$ cat config.mk
export PLATFORM = sky130hd
export DESIGN_NAME = scan_engine_mode_sequencer
export DESIGN_NICKNAME = d
export VERILOG_FILES = /design/src/hw/seq_pkg.sv /design/src/hw/scan_engine_mode_sequencer.sv /design/src/hw/seq_pin_filter.sv
export SDC_FILE = /design/constraint.sdc
export NUM_CORES = 1
export LEC_CHECK = 0
export ABC_CLOCK_PERIOD_IN_PS = 5200
export BUFFER_PORTS_ARGS = -buffer_cell sky130_fd_sc_hd__buf_4
export CAP_MARGIN = 20
export CORE_MARGIN = 4
export CORE_UTILIZATION = 60
export DETAILED_ROUTE_END_ITERATION = 16
export GPL_ROUTABILITY_DRIVEN = 0
export GPL_TIMING_DRIVEN = 0
export PLACE_DENSITY = 0.84
export SYNTH_ARGS = -nofsm -noshare
export SYNTH_HDL_FRONTEND = slang
export SYNTH_SLANG_ARGS = --single-unit
$ cat constraint.sdc
create_clock -name i_clk_sys -period 5.2 [get_ports i_clk_sys]
set_clock_uncertainty 0.1 [all_clocks]
set_input_delay 0.26 -clock i_clk_sys [delete_from_list [all_inputs] [get_ports i_clk_sys]]
set_output_delay 0.26 -clock i_clk_sys [all_outputs]
set_load 0.01 [all_outputs]
$ cat src/hw/seq_pkg.sv
// constants and types of the scan engine mode sequencer
package seq_pkg;

	// clock and times
	localparam int CLK_HZ        = 25_000_000;
	localparam int MS_CYC        = CLK_HZ / 1000;
	localparam int INIT_MS       = 10;
	localparam int TRIG_HOLD_MS  = 20;
	localparam int WAKE_HOLD_MS  = 2;
	localparam int XFER_MS       = 80;
	localparam int PUBEEP_MS     = 80;
	localparam int SCAN_MAX_MS   = 120;
	localparam int TONE_HZ       = 2700;
	localparam int TRIG_HOLD_CYC = TRIG_HOLD_MS * MS_CYC;
	localparam int WAKE_HOLD_CYC = WAKE_HOLD_MS * MS_CYC;
	localparam int TONE_HALF_CYC = CLK_HZ / (2 * TONE_HZ);

	// counter types
	typedef logic [14:0] ms_div_type;
	typedef logic [7:0]  ms_cnt_type;
	typedef logic [15:0] idle_type;
	typedef logic [15:0] tone_type;
	typedef logic [19:0] filt_cnt_type;

	// millisecond tick counts, last tick of each phase
	localparam ms_cnt_type INIT_LAST   = ms_cnt_type'(INIT_MS - 1);
	localparam ms_cnt_type PUBEEP_LAST = ms_cnt_type'(PUBEEP_MS - 1);
	localparam ms_cnt_type XFER_LAST   = ms_cnt_type'(XFER_MS - 1);

	typedef enum logic [2:0] {
		ST_INIT    = 3'h0,
		ST_PUBEEP  = 3'h1,
		ST_STANDBY = 3'h2,
		ST_SCAN    = 3'h3,
		ST_GOOD    = 3'h4,
		ST_SLEEP   = 3'h5,
		ST_FWUPD   = 3'h6
	} seq_state_type;

	typedef struct packed {
		seq_state_type state;
		ms_div_type    ms_div;
		ms_cnt_type    ms_cnt;
		idle_type      idle_cnt;
		tone_type      tone_cnt;
		logic          tone;
		logic          trig_prev;
	} seq_regs_type;

	typedef struct packed {
		logic [1:0]   sync;
		filt_cnt_type cnt;
	} filt_regs_type;

	localparam seq_regs_type SEQ_RESET = '{
		state:     ST_INIT,
		ms_div:    15'h0000,
		ms_cnt:    8'h00,
		idle_cnt:  16'h0000,
		tone_cnt:  16'h0000,
		tone:      1'h0,
		trig_prev: 1'h0
	};

	localparam filt_regs_type FILT_RESET = '{
		sync: 2'h3,
		cnt:  20'h00000
	};

endpackage : seq_pkg

$ cat src/hw/scan_engine_mode_sequencer.sv
// operating mode sequencer of the linear scan engine
`timescale 1ns/10ps
`default_nettype none
module scan_engine_mode_sequencer #(
	parameter int MS_CYC        = seq_pkg::MS_CYC,
	parameter int TRIG_HOLD_CYC = seq_pkg::TRIG_HOLD_CYC,
	parameter int WAKE_HOLD_CYC = seq_pkg::WAKE_HOLD_CYC,
	parameter int TONE_HALF_CYC = seq_pkg::TONE_HALF_CYC
) (
	// clock and reset
	input  wire logic              i_clk_sys,
	input  wire logic              i_rstn,
	// host pins
	input  wire logic              i_trigger_n,
	input  wire logic              i_wake_n,
	// decoder core
	input  wire logic              i_decode_ok,
	input  wire seq_pkg::idle_type i_idle_ms,
	// status and drive
	output logic                   o_beeper,
	output logic                   o_idle,
	output logic                   o_illum,
	output logic                   o_tx_active,
	output logic                   o_standby,
	output logic                   o_fw_update
);

	localparam seq_pkg::ms_div_type MS_LAST =
		seq_pkg::ms_div_type'(MS_CYC - 1);
	localparam seq_pkg::tone_type TONE_LAST =
		seq_pkg::tone_type'(TONE_HALF_CYC - 1);

	seq_pkg::seq_regs_type r, n;
	logic trig_low;
	logic trig_held;
	logic trig_wake;
	logic wake_low;
	logic wake_held;
	logic ms_tick;

	////////////////////////////////////////////////////////////////////////
	// pin qualifiers
	seq_pin_filter #(.HOLD_CYC(TRIG_HOLD_CYC)) u_trig (
		.i_clk_sys (i_clk_sys),
		.i_rstn    (i_rstn),
		.i_pin_n   (i_trigger_n),
		.o_low     (trig_low),
		.o_held    (trig_held)
	);

	seq_pin_filter #(.HOLD_CYC(WAKE_HOLD_CYC)) u_trig_wake (
		.i_clk_sys (i_clk_sys),
		.i_rstn    (i_rstn),
		.i_pin_n   (i_trigger_n),
		.o_low     (),
		.o_held    (trig_wake)
	);

	seq_pin_filter #(.HOLD_CYC(WAKE_HOLD_CYC)) u_wake (
		.i_clk_sys (i_clk_sys),
		.i_rstn    (i_rstn),
		.i_pin_n   (i_wake_n),
		.o_low     (wake_low),
		.o_held    (wake_held)
	);

	////////////////////////////////////////////////////////////////////////
	// state entry restarts phase timers and the tone high
	function automatic seq_pkg::seq_regs_type enter(
		input seq_pkg::seq_regs_type s,
		input seq_pkg::seq_state_type st
	);
		seq_pkg::seq_regs_type t;
		t = s;
		t.state    = st;
		t.ms_div   = '0;
		t.ms_cnt   = '0;
		t.idle_cnt = '0;
		t.tone_cnt = '0;
		t.tone     = 1'b1;
		return t;
	endfunction : enter

	////////////////////////////////////////////////////////////////////////
	always_comb begin
		n = r;
		ms_tick = (r.ms_div == MS_LAST);
		n.ms_div = ms_tick ? '0 : r.ms_div + 1'b1;
		if (ms_tick && (r.ms_cnt != '1)) begin
			n.ms_cnt = r.ms_cnt + 1'b1;
		end
		// beeper carrier
		if (r.tone_cnt == TONE_LAST) begin
			n.tone_cnt = '0;
			n.tone = !r.tone;
		end else begin
			n.tone_cnt = r.tone_cnt + 1'b1;
		end
		n.trig_prev = trig_low;
		case (r.state)
			seq_pkg::ST_INIT: begin
				if (ms_tick && (r.ms_cnt == seq_pkg::INIT_LAST)) begin
					n = enter(n, trig_low ? seq_pkg::ST_FWUPD
					                      : seq_pkg::ST_PUBEEP);
				end
			end
			seq_pkg::ST_PUBEEP: begin
				if (ms_tick && (r.ms_cnt == seq_pkg::PUBEEP_LAST)) begin
					n = enter(n, seq_pkg::ST_STANDBY);
				end
			end
			seq_pkg::ST_STANDBY: begin
				if (trig_low && !r.trig_prev) begin
					n = enter(n, seq_pkg::ST_SCAN);
				end else if (trig_low || wake_low) begin
					n.idle_cnt = '0;
				end else if (ms_tick && (i_idle_ms != '0)) begin
					if (r.idle_cnt >= i_idle_ms - 1'b1) begin
						n = enter(n, seq_pkg::ST_SLEEP);
					end else begin
						n.idle_cnt = r.idle_cnt + 1'b1;
					end
				end
			end
			seq_pkg::ST_SCAN: begin
				if (!trig_low) begin
					n = enter(n, seq_pkg::ST_STANDBY);
				end else if (i_decode_ok && trig_held) begin
					n = enter(n, seq_pkg::ST_GOOD);
				end
			end
			seq_pkg::ST_GOOD: begin
				if (ms_tick && (r.ms_cnt == seq_pkg::XFER_LAST)) begin
					n = enter(n, seq_pkg::ST_STANDBY);
				end
			end
			seq_pkg::ST_SLEEP: begin
				if (trig_wake) begin
					n = enter(n, seq_pkg::ST_SCAN);
				end else if (wake_held) begin
					n = enter(n, seq_pkg::ST_STANDBY);
				end
			end
			seq_pkg::ST_FWUPD: begin
				n.state = seq_pkg::ST_FWUPD;
			end
			default: begin
				n = enter(n, seq_pkg::ST_INIT);
			end
		endcase
	end

	always_ff @(posedge i_clk_sys) begin
		if (!i_rstn) begin
			r <= seq_pkg::SEQ_RESET;
		end else begin
			r <= n;
		end
	end

	////////////////////////////////////////////////////////////////////////
	// outputs
	assign o_beeper    = r.tone && ((r.state == seq_pkg::ST_PUBEEP) ||
	                     (r.state == seq_pkg::ST_GOOD));
	assign o_idle      = (r.state == seq_pkg::ST_SLEEP);
	assign o_illum     = (r.state == seq_pkg::ST_SCAN);
	assign o_tx_active = (r.state == seq_pkg::ST_GOOD);
	assign o_standby   = (r.state == seq_pkg::ST_STANDBY);
	assign o_fw_update = (r.state == seq_pkg::ST_FWUPD);
endmodule : scan_engine_mode_sequencer
`default_nettype wire

$ cat src/hw/seq_pin_filter.sv
// pin synchroniser with minimum low-time qualifier
`timescale 1ns/10ps
`default_nettype none
module seq_pin_filter #(
	parameter int HOLD_CYC = 2
) (
	// clock and reset
	input  wire logic i_clk_sys,
	input  wire logic i_rstn,
	// pin, active low
	input  wire logic i_pin_n,
	// qualified levels
	output logic      o_low,
	output logic      o_held
);

	localparam seq_pkg::filt_cnt_type HOLD_LAST =
		seq_pkg::filt_cnt_type'(HOLD_CYC - 1);

	seq_pkg::filt_regs_type r, n;

	////////////////////////////////////////////////////////////////////////
	always_comb begin
		n = r;
		n.sync = {r.sync[0], i_pin_n};
		if (r.sync[1]) begin
			n.cnt = '0;
		end else if (r.cnt != HOLD_LAST) begin
			n.cnt = r.cnt + 1'b1;
		end
	end

	always_ff @(posedge i_clk_sys) begin
		if (!i_rstn) begin
			r <= seq_pkg::FILT_RESET;
		end else begin
			r <= n;
		end
	end

	assign o_low  = !r.sync[1];
	assign o_held = !r.sync[1] && (r.cnt == HOLD_LAST);
endmodule : seq_pin_filter
`default_nettype wire

==> results_tabular.tex, run 1 <==
\begin{tabular}{lr}
\hline
Metric & Value \\
\hline
\multicolumn{2}{l}{\textbf{CTS}} \\
Clock input transition at the sequential cells of the worst setup and hold paths & 60 ps \\
Total CTS buffers & 17 \\
Postcts setup bufs & 0 \\
Root Driver & clkbuf\_8 \\
Post-cts repair resize count & 0 \\
Worst-case clock buffer depth & 2 \\
Maximum level of the CTS H-tree & 4 \\
Skew-Pair Late Insertion Delay & 520 ps \\
Clock tree from TritonCTS & done \\
Number of clock sinks seen by CTS & 124 \\
\multicolumn{2}{l}{\textbf{Detailed routing}} \\
Via-to-Cell Ratio & 5.86 \\
DR iter-0 viols & 414 \\
WL final & 14.2 mm \\
Wire length per cell after detailed routing & 14.5 um \\
Final routed DRC violation total & 0 \\
Length of the first detailed-routing pass in iterations & 5 \\
Count of nets left with antenna violations after detail routing & 0 \\
Vias & 5707 \\
\multicolumn{2}{l}{\textbf{STA}} \\
Slew at the pin with the worst max-slew slack & 982 ps \\
Count of final hold-check violations & 0 \\
Peak clock frequency supported by timing & 246 MHz \\
Total of endpoints with negative setup slack in the final report & 0 \\
Setup TNS Final & 0 ps \\
Post-layout min period & 4070 ps \\
Max\_slew headroom & 34.1\% \\
Part of the cycle the worst path needs & 78.3\% \\
RSZ-0062 raised after global routing & no \\
Final Max Slew Viols & 0 \\
\multicolumn{2}{l}{\textbf{Place}} \\
Buffers on Ports & 26 \\
Dpl hpwl & 10.1 mm \\
\multicolumn{2}{l}{\textbf{Cells and area}} \\
Area growth from synthesis to layout & 15.6\% \\
Number of fillers in the final layout & 808 \\
Flip-flop and latch area & 0.00248 mm2 \\
Fin nets & 872 \\
Share of post-route cells with drive strength above 1 & 8.83\% \\
Multi-input gate area in the final layout & 0.00378 mm2 \\
Number of antenna repair diodes & 0 \\
\multicolumn{2}{l}{\textbf{GRT}} \\
Vias in the first global route & 5714 \\
First-pass GRT wire length & 25.2 mm \\
Number of antenna violations at the first check in global routing & 0 \\
GRT Overall Usage & 23.8\% \\
Maximum number of pins on one net before global-route repair & 17 \\
Global route overflow & 0 \\
\multicolumn{2}{l}{\textbf{Die}} \\
Initial Util & 62.0\% \\
Area of the core region & 0.0104 mm2 \\
Number of I/O pins & 27 \\
Row count & 37 \\
Floorplan die area & 0.0125 mm2 \\
Horizontal die dimension & 112 um \\
Height of the die & 112 um \\
\multicolumn{2}{l}{\textbf{Run}} \\
Number of violations of the max-capacitance limit & 0 \\
\multicolumn{2}{l}{\textbf{Critical path}} \\
Crit. End Element & flop \\
Crit path DAT & 4430 ps \\
Critical path class & primary input to flop \\
Slowest Stage Delay on Critical Path & 800 ps \\
Total buffers and inverters traversed by the critical path & 2 \\
Kind of cell adding the most delay to the critical path & compound AO/OA/AOI/OAI gates \\
Critical path required time & 5560 ps \\
Critical path's slowest cell & a311oi\_1 \\
Crit-path max FO & 10 \\
Critical-path cell list & buf\_4, nor3\_1, nand3\_1, nor4\_1, nor2b\_1, xnor2\_1, ha\_1, a211oi\_1, nor2\_1, a211o\_1, a311oi\_1, nand2\_1, clkbuf\_1, o31ai\_1, a31o\_2 \\
Setup crit start kind & primary input \\
\multicolumn{2}{l}{\textbf{Min path}} \\
Min-Delay Path Class & primary input to flop \\
\multicolumn{2}{l}{\textbf{Synth}} \\
Average footprint of a synthesized cell & 8.30 um2 \\
Synthesized instance count & 778 \\
Number of distinct library cells after synthesis & 57 \\
Post-synthesis net count & 825 \\
Yosys warns & 0 \\
Share of Yosys cell area claimed by the top area cell type & 38.4\% \\
Post-synthesis instance area & 0.00646 mm2 \\
Number of enable-type register cells in the synthesized netlist & 0 \\
Share of async-settable or async-resettable flops after synthesis & 0\% \\
Sequential fraction of the synthesis area & 38.4\% \\
Cells taking the most area after synthesis & dfxtp\_1, nor2\_1, xor2\_1, xnor2\_1, ha\_1 \\
Synth Register Bits & 124 \\
Most frequently used flop master after synthesis & dfxtp\_1 \\
Post-synthesis cell type with the largest combined area & dfxtp\_1 \\
\multicolumn{2}{l}{\textbf{Outcome}} \\
Run status & finished clean \\
\multicolumn{2}{l}{\textbf{Pwr}} \\
Overall power & 2250 uW \\
Cell Pwr Density & 302 mW/mm2 \\
Peak supply drop & 0.203 mV \\
Lkg Pwr & 0.00267 uW \\
\hline
\end{tabular}
==> layout by cell type (no fill, tap or decap), types with 6 or more instances in the layout <==
master,instances
nand2b_1,12
a31oi_1,6
dfxtp_1,124
xor2_1,46
nor2_1,117
nor2b_1,8
and3_1,23
and4_1,7
clkbuf_16,16
nand4_1,22
or3_1,14
buf_4,26
nor4_1,18
nand3_1,56
o21ai_0,28
ha_1,26
and2_1,6
clkbuf_1,15
inv_1,26
nand2_1,56
nor3_1,23
xnor2_1,45
nor3b_1,7
a21oi_1,22
==> cell usage after synthesis (5+ instances only) <==
cell type and count:
dfxtp_1 124, nor2_1 117, nand2_1 56, nand3_1 56, xor2_1 46, xnor2_1 45, o21ai_0 28, ha_1 26
inv_1 26, and3_1 23, nor3_1 23, a21oi_1 22, nand4_1 22, nor4_1 18, clkbuf_1 15, or3_1 14
nand2b_1 12, nor2b_1 8, and4_1 7, nor3b_1 7, a31oi_1 6, and2_1 6, a31o_2 5, nor4b_1 5
o22ai_1 5
==> cell families after synthesis <==
logic type	share of synthesized area (%)
XOR/XNOR	12.3
flip-flops	38.4
multiplexers	0.620
AND/OR/NAND/NOR	30.4
buffers and inverters	2.98
AO/OA/AOI/OAI	10.2
adder cells (fa/ha/maj)	5.04
==> where the power goes <==
| group | switching [uW] | leakage (uW) | total (uW) | internal [uW] |
|---|---|---|---|---|
| clock | 433 | 0.000289 | 1220 | 791 |
| combinational | 36.1 | 0.00138 | 66.3 | 30.1 |
| sequential | 6.88 | 0.00100 | 964 | 957 |
| total | 476 | 0.00267 | 2250 | 1780 |
==> flip-flops by register name (all words and copies together), names as in the netlist <==
signal	count
r	60
u_trig.r	21
u_wake.r	21
u_trig_wake.r	20
u_trig.n	1
u_wake.n	1
==> layout make-up <==
class / count / area share, %
plain buffers: 22 / 1.27
multi-input cells: 606 / 50.7
clock inverters: 14 / 2.60
flip-flops and latches: 124 / 33.3
repair buffers: 28 / 2.88
clock buffers: 18 / 5.73
inverters: 26 / 1.31
well taps: 136 / 2.28
==> path summary, 6_finish.rpt <==
path,end,slack (ps),startpoint,cells after the start
worst min-delay path,r[1],140,i_decode_ok,5
worst min register to register,u_wake.r[21],330,u_wake.n[21],1
worst max-delay path,r[26],1130,i_idle_ms[3],15
worst max register to register,r[26],1930,r[23],9
==> timing repair <==
item | CTS | global route
endpoints found under the hold margin | 2 | 0
hold buffers | 2 | 0
setup endpoints to repair | 0 | 0
==> worst register-to-register path, delay by kind of cell, from the launching register on <==
family          cells  cell delay, ps
simple gates        1             170
flops               1             440
compound gates      6            1970
fa+ha+maj           1             280
buf+inv             1             270
==> metrics by stage <==
step	cell area (um2)	cells	util [%]	worst slack (ps)	hold slack [ps]
final	7460	974	71.7	1130	137
after CTS	7460	974	71.7	1250	103
after floorplan	6460	778	-	1610	261
after global routing	7460	974	71.7	539	141
after global placement	6820	940	65.5	980	335
after detailed placement	6820	940	65.5	697	322
==> layer usage <==
layer | GRT usage, % | share of wire [%] | vias up
met3 | 6.25 | 5.2 | 24
met4 | 9.16 | 1.6 | 0
met1 | 28.9 | 44 | 2679
li1 | - | - | 2852
met2 | 40.4 | 49 | 152
met5 | 0 | 0 | -
Power figures use the tool's default switching activity.
==> run 2, diff against run 1 <==
--- a/config.mk
+++ b/config.mk
@@ -5,7 +5,7 @@
 export SDC_FILE = /design/constraint.sdc
 export NUM_CORES = 1
 export LEC_CHECK = 0
-export ABC_CLOCK_PERIOD_IN_PS = 5200
+export ABC_CLOCK_PERIOD_IN_PS = 3750
 export BUFFER_PORTS_ARGS = -buffer_cell sky130_fd_sc_hd__buf_4
 export CAP_MARGIN = 20
 export CORE_MARGIN = 4
==> constraint.sdc (replaced) <==
create_clock -name i_clk_sys -period 3.75 [get_ports i_clk_sys]
set_clock_uncertainty 0.1 [all_clocks]
set_input_delay 0.1875 -clock i_clk_sys [delete_from_list [all_inputs] [get_ports i_clk_sys]]
set_output_delay 0.1875 -clock i_clk_sys [all_outputs]
set_load 0.01 [all_outputs]
==> results_tabular.tex, run 2 (same netlist as run 1, synthesis figures left out) <==
\begin{tabular}{lr}
\hline
Metric & Value \\
\hline
\multicolumn{2}{l}{\textbf{GRT}} \\
Global route overflow & 0 (unchanged) \\
Vias in the first global route & 5743 (+0.51\%) \\
Maximum number of pins on one net before global-route repair & 17 (unchanged) \\
GRT Overall Usage & 23.8\% (about the same) \\
Number of antenna violations at the first check in global routing & 0 (unchanged) \\
First-pass GRT wire length & 25.2 mm (about the same) \\
\multicolumn{2}{l}{\textbf{Die}} \\
Horizontal die dimension & 112 um (unchanged) \\
Row count & 37 (unchanged) \\
Height of the die & 112 um (unchanged) \\
Floorplan die area & 0.0125 mm2 (unchanged) \\
Number of I/O pins & 27 (unchanged) \\
Area of the core region & 0.0104 mm2 (unchanged) \\
Initial Util & 62.0\% (unchanged) \\
\multicolumn{2}{l}{\textbf{STA}} \\
Peak clock frequency supported by timing & 290 MHz \\
Part of the cycle the worst path needs & 92.0\% \\
Final Max Slew Viols & 0 (unchanged) \\
RSZ-0062 raised after global routing & yes \\
Post-layout min period & 3450 ps \\
Setup TNS Final & 0 ps (unchanged) \\
Max\_slew headroom & 45.9\% (+12 points) \\
Total of endpoints with negative setup slack in the final report & 0 (unchanged) \\
Count of final hold-check violations & 0 (unchanged) \\
Slew at the pin with the worst max-slew slack & 805 ps (-177 ps) \\
\multicolumn{2}{l}{\textbf{Detailed routing}} \\
Count of nets left with antenna violations after detail routing & 0 (unchanged) \\
Top routing layer in use & met4 \\
Vias & 5681 (-0.46\%) \\
Via-to-Cell Ratio & 5.83 (-0.46\%) \\
DR iter-0 viols & 370 (-11\%) \\
Length of the first detailed-routing pass in iterations & 6 (+1) \\
Met3 wirelength from detailed routing & 677 um (-8.4\%) \\
Final routed DRC violation total & 0 (unchanged) \\
Wire length per cell after detailed routing & 14.6 um (+0.13\%) \\
WL final & 14.2 mm (+0.13\%) \\
Post-route met1 wirelength & 6.29 mm (+1.1\%) \\
Met2 wire length & 7.01 mm (+0.31\%) \\
\multicolumn{2}{l}{\textbf{CTS}} \\
Skew-Pair Late Insertion Delay & 520 ps (about the same) \\
Postcts setup bufs & 0 (unchanged) \\
Total CTS buffers & 17 (unchanged) \\
Worst-case clock buffer depth & 2 (unchanged) \\
Number of clock sinks seen by CTS & 124 (unchanged) \\
Maximum level of the CTS H-tree & 4 (unchanged) \\
Clock input transition at the sequential cells of the worst setup and hold paths & 60 ps (about the same) \\
Clock tree from TritonCTS & done \\
Root Driver & clkbuf\_8 \\
\multicolumn{2}{l}{\textbf{Place}} \\
Buffers on Ports & 26 (unchanged) \\
Dpl hpwl & 10.1 mm (unchanged) \\
\multicolumn{2}{l}{\textbf{Pwr}} \\
Switching portion of total power & 21.2\% (+0.073 points) \\
Sequential Power Share & 42.7\% (about the same) \\
Internal power & 2470 uW (+39\%) \\
Fraction of power consumed by the clock network & 54.3\% (about the same) \\
Cell Pwr Density & 418 mW/mm2 (+38\%) \\
Peak supply drop & 0.282 mV (+39\%) \\
Overall power & 3130 uW (+39\%) \\
Comb pwr share & 3.0\% (about the same) \\
Switching power total & 663 uW (+39\%) \\
Lkg Pwr & 0.00267 uW (about the same) \\
\multicolumn{2}{l}{\textbf{Cells and area}} \\
Share of post-route cells with drive strength above 1 & 9.19\% (+0.36 points) \\
Area growth from synthesis to layout & 15.9\% \\
Largest register FFs & 60 (unchanged) \\
Fin nets & 872 (unchanged) \\
Number of fillers in the final layout & 809 (+0.12\%) \\
Most flop-heavy register & r \\
Most frequent cells in the layout & dfxtp\_1, nor2\_1, nand3\_1, nand2\_1, xor2\_1 \\
Most common cell after layout, fill and taps aside & dfxtp\_1 \\
Number of antenna repair diodes & 0 (unchanged) \\
Top Registers & r (60), u\_trig.r (21), u\_wake.r (21) \\
\multicolumn{2}{l}{\textbf{Critical path}} \\
Setup crit start kind & primary input \\
Crit-path max FO & 10 (unchanged) \\
Critical path required time & 4120 ps (-1440 ps) \\
Critical path class & primary input to flop \\
Crit. End Element & flop \\
Crit path DAT & 3810 ps (-620 ps) \\
\multicolumn{2}{l}{\textbf{Run}} \\
Number of violations of the max-capacitance limit & 0 (unchanged) \\
\multicolumn{2}{l}{\textbf{Min path}} \\
Min-Delay Path Class & primary input to flop \\
\multicolumn{2}{l}{\textbf{Outcome}} \\
Run status & finished clean \\
\hline
\end{tabular}
run 2: final cells by class:
class / count / area [um2] / area share [%]
clock buffers: 18 / 428 / 5.72
repair buffers: 28 / 215 / 2.88
well taps: 136 / 170 / 2.27
clock inverters: 14 / 194 / 2.59
plain buffers: 22 / 95.1 / 1.27
flip-flops and latches: 124 / 2480 / 33.2
inverters: 26 / 97.6 / 1.30
multi-input cells: 606 / 3800 / 50.8
run 2: final timing paths:
path / startpoint / endpoint / slack (ps) / depth (start not counted)
worst min register to register: u_wake.n[21] / u_wake.r[21] / 340 / 1
worst max-delay path: i_idle_ms[8] / r[26] / 300 / 15
worst max register to register: u_trig.r[8] / r[3] / 680 / 8
worst min-delay path: i_decode_ok / r[1] / 70 / 5
run 2: repair_timing:
item,CTS,global route
hold endpoints to repair,2,0
setup endpoints to repair,6,40
gates resized for setup,1,2
hold buffers,2,0
run 2: worst max-delay path, stage by stage:
cell,delay [ps]
buf_4,120
nor4_1,400
nand3_1,210
nor4_2,290
nor2b_1,220
xnor2_1,140
ha_1,260
a211oi_1,240
nor2_1,80
a211o_1,300
a311oi_2,530
nand2_1,150
clkbuf_1,250
o31ai_1,300
a31o_2,140
run 2: per-layer routing:
layer  GRT usage, %  vias to the layer above
met3           6.36                       20
li1               -                     2850
met4           9.33                        0
met5              0                        -
met1           28.8                     2659
met2           40.4                      152
run 2: metrics by stage:
stage | util [%] | cell area [um2] | setup WS, ps | instances | hold WS (ps)
6_report | 71.8 | 7480 | 301 | 974 | 65.9
5_1_grt | 71.8 | 7480 | -93.1 | 974 | 68.3
4_1_cts | 71.7 | 7470 | 128 | 974 | 30.8
3_5_place_dp | 65.5 | 6820 | -681 | 940 | 275
3_3_place_gp | 65.5 | 6820 | -397 | 940 | 273
2_1_floorplan | - | 6460 | 237 | 778 | 189
run 2: power groups by stage:
stage	clock network, uW	logic (uW)	registers, uW
after global routing	1780	106	1340
final	1700	92.9	1340
after global placement	0	85.6	1360
after floorplan	0	52.4	1360
after detailed placement	0	89.9	1370
after CTS	1720	92.6	1340
